`src/sfm_pkg.sv`:
```
// package for the soft starter fault manager: fault indices, register map, timing
// assumes a 250 MHz mclk and an AXI4-Lite master on the register side
package sfm_pkg;
  localparam int SFM_NFAULT = 10;
  // fault bit positions
  localparam int SFM_F_PHASE_LOSS = 0;
  localparam int SFM_F_ROTATION = 1;
  localparam int SFM_F_SAFETY = 2;
  localparam int SFM_F_GROUND = 3;
  localparam int SFM_F_SYNC = 4;
  localparam int SFM_F_FIELDBUS = 5;
  localparam int SFM_F_COMMISSION = 6;
  localparam int SFM_F_DISPLAY = 7;
  localparam int SFM_F_SIMMAINS = 8;
  localparam int SFM_F_SECFILE = 9;
  // clearing classes, one bit per fault
  localparam logic [9:0] SFM_AUTO_CLR = 10'h0D3;
  localparam logic [9:0] SFM_MAN_CLR = 10'h1F3;
  localparam logic [9:0] SFM_SELF_CLR = 10'h200;
  // register byte offsets
  localparam logic [7:0] SFM_REG_FAULT = 8'h00;
  localparam logic [7:0] SFM_REG_EVENT = 8'h04;
  localparam logic [7:0] SFM_REG_MASK = 8'h08;
  localparam logic [7:0] SFM_REG_CTRL = 8'h0C;
  localparam logic [7:0] SFM_REG_CODE = 8'h10;
  // control register fields
  localparam int SFM_CTRL_AUTO_EN = 0;
  localparam int SFM_CTRL_MAN_RST = 1;
  localparam logic [3:0] SFM_CODE_NONE = 4'hF;
  localparam logic [1:0] SFM_RESP_OKAY = 2'h0;
  localparam logic [1:0] SFM_RESP_SLVERR = 2'h2;
  // display link loss time
  localparam int SFM_CLK_MHZ = 250;
  localparam int SFM_DISP_LOSS_MS = 2000;
  localparam int SFM_DISP_LOSS_CYC = SFM_DISP_LOSS_MS * 1000 * SFM_CLK_MHZ;
endpackage

```
`src/sfm_fault_manager.sv`:
```
// fault latching and clearing for one group of soft starter faults, with AXI4-Lite access
// assumes detector inputs come from other mclk logic; pins pass a two-stage synchroniser
`timescale 1ns/1ns
`default_nettype none
module sfm_fault_manager import sfm_pkg::*; #(
  parameter int DISP_LOSS_CYC = SFM_DISP_LOSS_CYC
) (
  input wire logic mclk,
  input wire logic rst_n,
  input wire logic [2:0] phase_present,
  input wire logic motor_starting,
  input wire logic detected_rotation,
  input wire logic expected_rotation_setting,
  input wire logic internal_hw_error,
  input wire logic power_stage_short,
  input wire logic controller_overtemp,
  input wire logic ground_leakage,
  input wire logic phase_unbalance,
  input wire logic motor_ramping,
  input wire logic fieldbus_timeout,
  input wire logic commission_timeout,
  input wire logic display_is_command_source,
  input wire logic display_link_ok,
  input wire logic simulation_mode,
  input wire logic mains_voltage_present,
  input wire logic security_file_bad,
  input wire logic fault_reset_pin,
  input wire logic [7:0] s_axi_awaddr,
  input wire logic s_axi_awvalid,
  output logic s_axi_awready,
  input wire logic [31:0] s_axi_wdata,
  input wire logic [3:0] s_axi_wstrb,
  input wire logic s_axi_wvalid,
  output logic s_axi_wready,
  output logic [1:0] s_axi_bresp,
  output logic s_axi_bvalid,
  input wire logic s_axi_bready,
  input wire logic [7:0] s_axi_araddr,
  input wire logic s_axi_arvalid,
  output logic s_axi_arready,
  output logic [31:0] s_axi_rdata,
  output logic [1:0] s_axi_rresp,
  output logic s_axi_rvalid,
  input wire logic s_axi_rready,
  output logic [SFM_NFAULT-1:0] fault_active,
  output logic [3:0] display_code,
  output logic irq
);
  localparam int CW = $clog2(DISP_LOSS_CYC + 1);
  localparam logic [CW-1:0] DISP_LIMIT = CW'(DISP_LOSS_CYC);

  logic rst_meta;
  logic rst_sync;
  logic rst_prev;
  logic [SFM_NFAULT-1:0] cause;
  logic [SFM_NFAULT-1:0] fault;
  logic [SFM_NFAULT-1:0] event_flag;
  logic [SFM_NFAULT-1:0] irq_mask;
  logic [SFM_NFAULT-1:0] clr_en;
  logic [SFM_NFAULT-1:0] next_fault;
  logic [CW-1:0] disp_cnt;
  logic rot_mismatch;
  logic auto_en;
  logic sw_reset;
  logic man_reset;
  logic have_aw;
  logic have_w;
  logic [7:0] aw_addr;
  logic [31:0] w_data;
  logic [3:0] w_strb;
  logic do_write;
  logic [31:0] rd_value;
  logic rd_ok;

  // one register word per aligned address; byte lanes below bit 2 are ignored
  function automatic logic reg_hit(input logic [7:0] a, input logic [7:0] off);
    return a[7:2] == off[7:2];
  endfunction

  // pin reset is asynchronous to mclk; edge detect only on the second stage
  always_ff @(posedge mclk) begin
    if (!rst_n) begin
      rst_meta <= 1'b0;
      rst_sync <= 1'b0;
      rst_prev <= 1'b0;
    end else begin
      rst_meta <= fault_reset_pin;
      rst_sync <= rst_meta;
      rst_prev <= rst_sync;
    end
  end

  // loss counter saturates so a long outage never wraps back to healthy
  always_ff @(posedge mclk) begin
    if (!rst_n) begin
      disp_cnt <= '0;
    end else if (!display_is_command_source || display_link_ok) begin
      disp_cnt <= '0;
    end else if (disp_cnt != DISP_LIMIT) begin
      disp_cnt <= disp_cnt + CW'(1);
    end
  end

  // rotation is judged only at start; the result holds until the next start
  always_ff @(posedge mclk) begin
    if (!rst_n) begin
      rot_mismatch <= 1'b0;
    end else if (motor_starting) begin
      rot_mismatch <= detected_rotation != expected_rotation_setting;
    end
  end

  always_comb begin
    cause = '0;
    cause[SFM_F_PHASE_LOSS] = ~&phase_present;
    cause[SFM_F_ROTATION] = rot_mismatch;
    cause[SFM_F_SAFETY] = internal_hw_error | power_stage_short | controller_overtemp;
    cause[SFM_F_GROUND] = ground_leakage;
    cause[SFM_F_SYNC] = phase_unbalance & motor_ramping;
    cause[SFM_F_FIELDBUS] = fieldbus_timeout;
    cause[SFM_F_COMMISSION] = commission_timeout;
    cause[SFM_F_DISPLAY] = display_is_command_source & (disp_cnt == DISP_LIMIT);
    cause[SFM_F_SIMMAINS] = simulation_mode & mains_voltage_present;
    cause[SFM_F_SECFILE] = security_file_bad;
  end

  assign man_reset = (rst_sync & ~rst_prev) | sw_reset;
  // safety and ground sit in no clearing class, so only rst_n (power-up) drops them
  assign clr_en = (auto_en ? SFM_AUTO_CLR : '0) | (man_reset ? SFM_MAN_CLR : '0)
                  | SFM_SELF_CLR;

  always_comb begin
    next_fault = (fault & ~(clr_en & ~cause)) | cause;
  end

  always_ff @(posedge mclk) begin
    if (!rst_n) begin
      fault <= '0;
    end else begin
      fault <= next_fault;
    end
  end

  // highest active index shown; none shows the idle code
  always_ff @(posedge mclk) begin
    if (!rst_n) begin
      display_code <= SFM_CODE_NONE;
    end else begin
      display_code <= SFM_CODE_NONE;
      for (int i = 0; i < SFM_NFAULT; i++) begin
        if (next_fault[i]) begin
          display_code <= 4'(i);
        end
      end
    end
  end

  assign fault_active = fault;
  assign irq = |(event_flag & irq_mask);

  // axi write channel
  assign s_axi_awready = !have_aw && !s_axi_bvalid;
  assign s_axi_wready = !have_w && !s_axi_bvalid;
  assign do_write = have_aw && have_w && !s_axi_bvalid;

  always_ff @(posedge mclk) begin
    if (!rst_n) begin
      have_aw <= 1'b0;
      aw_addr <= 8'h00;
    end else if (s_axi_awvalid && s_axi_awready) begin
      have_aw <= 1'b1;
      aw_addr <= s_axi_awaddr;
    end else if (do_write) begin
      have_aw <= 1'b0;
    end
  end

  always_ff @(posedge mclk) begin
    if (!rst_n) begin
      have_w <= 1'b0;
      w_data <= 32'h0000_0000;
      w_strb <= 4'h0;
    end else if (s_axi_wvalid && s_axi_wready) begin
      have_w <= 1'b1;
      w_data <= s_axi_wdata;
      w_strb <= s_axi_wstrb;
    end else if (do_write) begin
      have_w <= 1'b0;
    end
  end

  always_ff @(posedge mclk) begin
    if (!rst_n) begin
      s_axi_bvalid <= 1'b0;
      s_axi_bresp <= SFM_RESP_OKAY;
    end else if (do_write) begin
      s_axi_bvalid <= 1'b1;
      if (reg_hit(aw_addr, SFM_REG_EVENT) || reg_hit(aw_addr, SFM_REG_MASK)
          || reg_hit(aw_addr, SFM_REG_CTRL) || reg_hit(aw_addr, SFM_REG_FAULT)
          || reg_hit(aw_addr, SFM_REG_CODE)) begin
        s_axi_bresp <= SFM_RESP_OKAY;
      end else begin
        s_axi_bresp <= SFM_RESP_SLVERR;
      end
    end else if (s_axi_bready) begin
      s_axi_bvalid <= 1'b0;
    end
  end

  // event flags: new fault rising sets, write-one clears, set wins
  always_ff @(posedge mclk) begin
    if (!rst_n) begin
      event_flag <= '0;
    end else begin
      if (do_write && reg_hit(aw_addr, SFM_REG_EVENT)) begin
        event_flag <= (event_flag & ~(w_strb[0] ? w_data[9:0] & 10'h0FF : 10'h000)
                       & ~(w_strb[1] ? w_data[9:0] & 10'h300 : 10'h000))
                      | (next_fault & ~fault);
      end else begin
        event_flag <= event_flag | (next_fault & ~fault);
      end
    end
  end

  always_ff @(posedge mclk) begin
    if (!rst_n) begin
      irq_mask <= '0;
      auto_en <= 1'b0;
      sw_reset <= 1'b0;
    end else begin
      sw_reset <= 1'b0;
      if (do_write && reg_hit(aw_addr, SFM_REG_MASK)) begin
        if (w_strb[0]) begin
          irq_mask[7:0] <= w_data[7:0];
        end
        if (w_strb[1]) begin
          irq_mask[9:8] <= w_data[9:8];
        end
      end else if (do_write && reg_hit(aw_addr, SFM_REG_CTRL) && w_strb[0]) begin
        auto_en <= w_data[SFM_CTRL_AUTO_EN];
        sw_reset <= w_data[SFM_CTRL_MAN_RST];
      end
    end
  end

  // axi read channel
  assign s_axi_arready = !s_axi_rvalid;

  always_comb begin
    rd_value = 32'h0000_0000;
    rd_ok = 1'b1;
    if (s_axi_araddr[7:2] == SFM_REG_FAULT[7:2]) begin
      rd_value[SFM_NFAULT-1:0] = fault;
    end else if (s_axi_araddr[7:2] == SFM_REG_EVENT[7:2]) begin
      rd_value[SFM_NFAULT-1:0] = event_flag;
    end else if (s_axi_araddr[7:2] == SFM_REG_MASK[7:2]) begin
      rd_value[SFM_NFAULT-1:0] = irq_mask;
    end else if (s_axi_araddr[7:2] == SFM_REG_CTRL[7:2]) begin
      rd_value[SFM_CTRL_AUTO_EN] = auto_en;
    end else if (s_axi_araddr[7:2] == SFM_REG_CODE[7:2]) begin
      rd_value[3:0] = display_code;
    end else begin
      rd_ok = 1'b0;
    end
  end

  always_ff @(posedge mclk) begin
    if (!rst_n) begin
      s_axi_rvalid <= 1'b0;
      s_axi_rdata <= 32'h0000_0000;
      s_axi_rresp <= SFM_RESP_OKAY;
    end else if (s_axi_arvalid && s_axi_arready) begin
      s_axi_rvalid <= 1'b1;
      s_axi_rdata <= rd_value;
      s_axi_rresp <= rd_ok ? SFM_RESP_OKAY : SFM_RESP_SLVERR;
    end else if (s_axi_rready) begin
      s_axi_rvalid <= 1'b0;
    end
  end
endmodule
`default_nettype wire

```
`config.mk`:
```
export PLATFORM = sky130hd
export DESIGN_NAME = sfm_fault_manager
export DESIGN_NICKNAME = d
export VERILOG_FILES = /design/src/sfm_pkg.sv /design/src/sfm_fault_manager.sv
export SDC_FILE = /design/constraint.sdc
export NUM_CORES = 1
export LEC_CHECK = 0
export BUFFER_PORTS_ARGS = -buffer_cell sky130_fd_sc_hd__buf_2
export CORE_MARGIN = 3
export CORE_UTILIZATION = 30
export DETAILED_ROUTE_END_ITERATION = 8
export PLACE_DENSITY = 0.59
export SLEW_MARGIN = 20
export SYNTH_ARGS = -nofsm -noshare
export SYNTH_HDL_FRONTEND = slang
export SYNTH_SLANG_ARGS = --single-unit
```
`constraint.sdc`:
```
create_clock -name mclk -period 4.09 [get_ports mclk]
set_input_delay 0.6135 -clock mclk [delete_from_list [all_inputs] [get_ports mclk]]
set_output_delay 0.6135 -clock mclk [all_outputs]
set_load 0.02 [all_outputs]
```
==> impl_metrics.py <==
metrics = {
    "timing": {
        "rsz0062_at_grt": "false",
        "fin_crit_ps": 2470,
        "max_freq_ghz": 0.405,
        "tightest_slew_ps": 1070,
        "final.setup.worst_slack_ps": 1620,
        "fin_crit_sh": 0.604,
        "drv_slew": 0,
        "skew_ps": 10.8,
        "hold_slack_ps": 450,
        "setup_viol": 0,
        "finalSetupTns_ps": 0,
        "maxSlewHeadroom": 0.288,
        "hold_violations": 0,
    },
    "critical_path": {
        "worstSetupStartpointType": "flip-flop",
        "r2r_start": "aw_addr[5]",
        "setup.worst_path.end_class": "flip-flop",
        "reg2reg_depth": 5,
        "slowest_stage": "nor3b_1",
        "critPathMaxFanout": 8,
        "crit_chain": "nor3_1 > nand4_1 > nor3b_1 > a21boi_0 > o21a_1",
        "crit_type": "reg2reg",
        "reg2reg_slack_ps": 1620,
        "worstPathArrival_ps": 2700,
        "cpPeakStageDelay_ps": 910,
        "worst_r2r_endpoint": "event_flag[2]",
        "critPathRequiredTime_ps": 4330,
    },
    "worst_hold_path": {
        "hold_start": "rst_meta",
        "hold_class": "reg2reg",
        "worst_hold_path.endpoint": "rst_sync",
        "holdPathStages": 1,
    },
    "floorplanning": {
        "dieWidth_um": 133,
        "die_h_um": 133,
        "initial_core_util": 0.313,
        "pin_count": 135,
        "dieArea_mm2": 0.0177,
        "rows": 45,
        "core_mm2": 0.0155,
    },
    "layout": {
        "fin_util": 0.366,
        "area_growth_syn_to_layout_pct": 17.0,
        "final_nets": 699,
        "multiInputGateArea_mm2": 0.00255,
        "fillers": 1591,
        "seqCellArea_mm2": 0.00206,
        "diodes": 0,
        "drive_gt1_frac": 0.180,
    },
    "yosys": {
        "yosysSeqAreaShare": 0.426,
        "ys_ff_latch": 103,
        "synth_ff_type": "dfxtp_1",
        "synth_warnings": 0,
        "synthCells": 547,
        "mappedNetlistArea_mm2": 0.00484,
        "synth_top_area_share": 0.426,
        "synth_cell_types": 55,
        "synth_edf_count": 0,
        "avgSynthCellArea_um2": 8.85,
        "synth_common_cells": "103 x dfxtp_1, 52 x nand2_1, 40 x nor2b_1, 38 x nor2_1",
        "ys_async_sr_fraction": 0,
        "ys_top_cells_by_area": "dfxtp_1 43%, nor2b_1 5.2%, mux2i_1 5.0%",
        "synth_top_area_cell": "dfxtp_1",
        "post-synth-top-count-cell": "dfxtp_1",
    },
    "placement": {
        "gp_congestion": 0.817,
        "post-dp-hpwl_mm": 8.91,
        "post-place-ws_ps": 1660,
        "io_buffers": 82,
    },
    "routing": {
        "routed_via_density": 4.85,
        "top_layer": "met4",
        "wl_met2_mm": 5.35,
        "num_vias": 4048,
        "first_iter_violations": 262,
        "met3_length_um": 850,
        "ant_nets": 0,
        "wl_per_cell_um": 14.3,
        "wl_mm": 11.9,
        "wl_met1_mm": 5.56,
        "firstDrtPassIters": 4,
        "drc": 0,
    },
    "global_route": {
        "grt_usage": 0.132,
        "grt-ovfl-total": 0,
        "grt_max_degree": 76,
        "grt_pass1_wl_mm": 19.2,
        "antenna_found_initial": 0,
        "grt_pass1_vias": 3762,
    },
    "clock_tree": {
        "clkSinkCount": 103,
        "clock_path_buffers": 2,
        "htree_levels": 3,
        "cts_resized": 0,
        "post_cts.repair.setup_buffers": 0,
        "cts.clk_slew.worst_paths_ps": 80,
        "cts_made_buffers": 9,
        "cts_tree": "built",
        "postCtsHoldBufs": 0,
        "root_buffer": "clkbuf_16",
        "worstSkewPairLatency_ps": 340,
    },
    "power": {
        "p_leak_nw": 2.21,
        "p_per_area_mw_per_mm2": 385,
        "sw_frac_of_total": 0.261,
        "p_clk_frac": 0.408,
        "p_int_mw": 1.61,
        "power.switching_mw": 0.569,
        "p_comb_frac": 0.099,
        "seqPwrFrac": 0.492,
        "peakVddDrop_v": 0.000195,
    },
    "flow_run": {
        "max_cap_violations": 0,
    },
    "run_status": {
        "status": "complete, no violations",
    },
}
==> cell type report <==
type,instances,share of cell area
multi-input combinational,407,0.450
sequential,103,0.364
timing repair buffer,84,0.0751
tap,211,0.0466
clock buffer,9,0.0398
clock inverter,7,0.0157
inverter,13,0.00861
==> sequential cells by signal, indices dropped and copies added (netlist names), 2 cells and up <==
name,cells
irq_mask,10
w_data,10
s_axi_rdata,10
aw_addr,6
disp_cnt,29
event_flag,10
w_strb,2
display_code,4
fault_active,10
==> cell usage in the layout, fill, tap and decap left out, types with 4 or more instances in the layout <==
cell type	count
a21boi_0	23
a21oi_1	11
a22oi_1	9
a31oi_1	7
and2_1	14
and3_1	10
and4_1	4
buf_2	82
clkbuf_16	9
conb_1	24
dfxtp_1	103
inv_1	13
mux2i_1	24
nand2_1	52
nand2b_1	10
nand3_1	14
nand3b_1	4
nand4_1	11
nor2_1	38
nor2b_1	40
nor3_1	9
nor4_1	9
o21a_1	9
o21ai_0	19
xnor2_1	16
xor2_1	7
==> critical path, delay by kind of cell, from the launching register on <==
family | cells | cell delay (ps)
simple gates | 3 | 1530
compound gates | 2 | 500
flops | 1 | 320
==> how the worst max path moves through the flow <==
stage                     from             end  slack (ps)  depth (start not counted)
6_report            aw_addr[5]   event_flag[2]        1620                          5
5_1_grt             aw_addr[5]   event_flag[2]        1410                          5
4_1_cts             aw_addr[5]   event_flag[2]        1630                          5
3_5_place_dp        aw_addr[5]   event_flag[2]        1660                          5
3_3_place_gp        aw_addr[5]   event_flag[0]        1820                          5
2_1_floorplan  s_axi_araddr[2]  s_axi_rdata[1]        2150                          6
==> through the flow <==
| stage | cells | total power [mW] | area (um^2) |
|---|---|---|---|
| 4_1_cts | 834 | 2.20 | 5660 |
| 3_3_place_gp | 818 | 1.31 | 5350 |
| 2_1_floorplan | 570 | 1.25 | 4930 |
| 3_5_place_dp | 818 | 1.31 | 5350 |
| 5_1_grt | 834 | 2.28 | 5660 |
| 6_report | 834 | 2.18 | 5660 |
==> power by group through the flow <==
stage | clock (mW) | sequential, mW | combinational [mW]
CTS | 0.913 | 1.07 | 0.218
detailed placement | 0 | 1.10 | 0.217
finish | 0.890 | 1.07 | 0.216
floorplan | 0 | 1.10 | 0.149
global route | 0.962 | 1.08 | 0.240
global placement | 0 | 1.09 | 0.213
==> cells by family after synthesis <==
| kind of cell | share of synthesized area |
|---|---|
| AND/OR/NAND/NOR | 0.270 |
| flip-flops | 0.426 |
| AO/OA/AOI/OAI | 0.142 |
| buffers and inverters | 0.0651 |
| multiplexers | 0.0496 |
| XOR/XNOR | 0.0416 |
| adder cells (fa/ha/maj) | 0.00517 |
| other | 0.000775 |
==> routing by layer <==
layer  GRT usage  vias up
li1            -     2009
met1       0.180     1906
met2       0.208      125
met3      0.0262        8
met4      0.0491        0
met5           0        -
(Power assumes the default switching activity.)
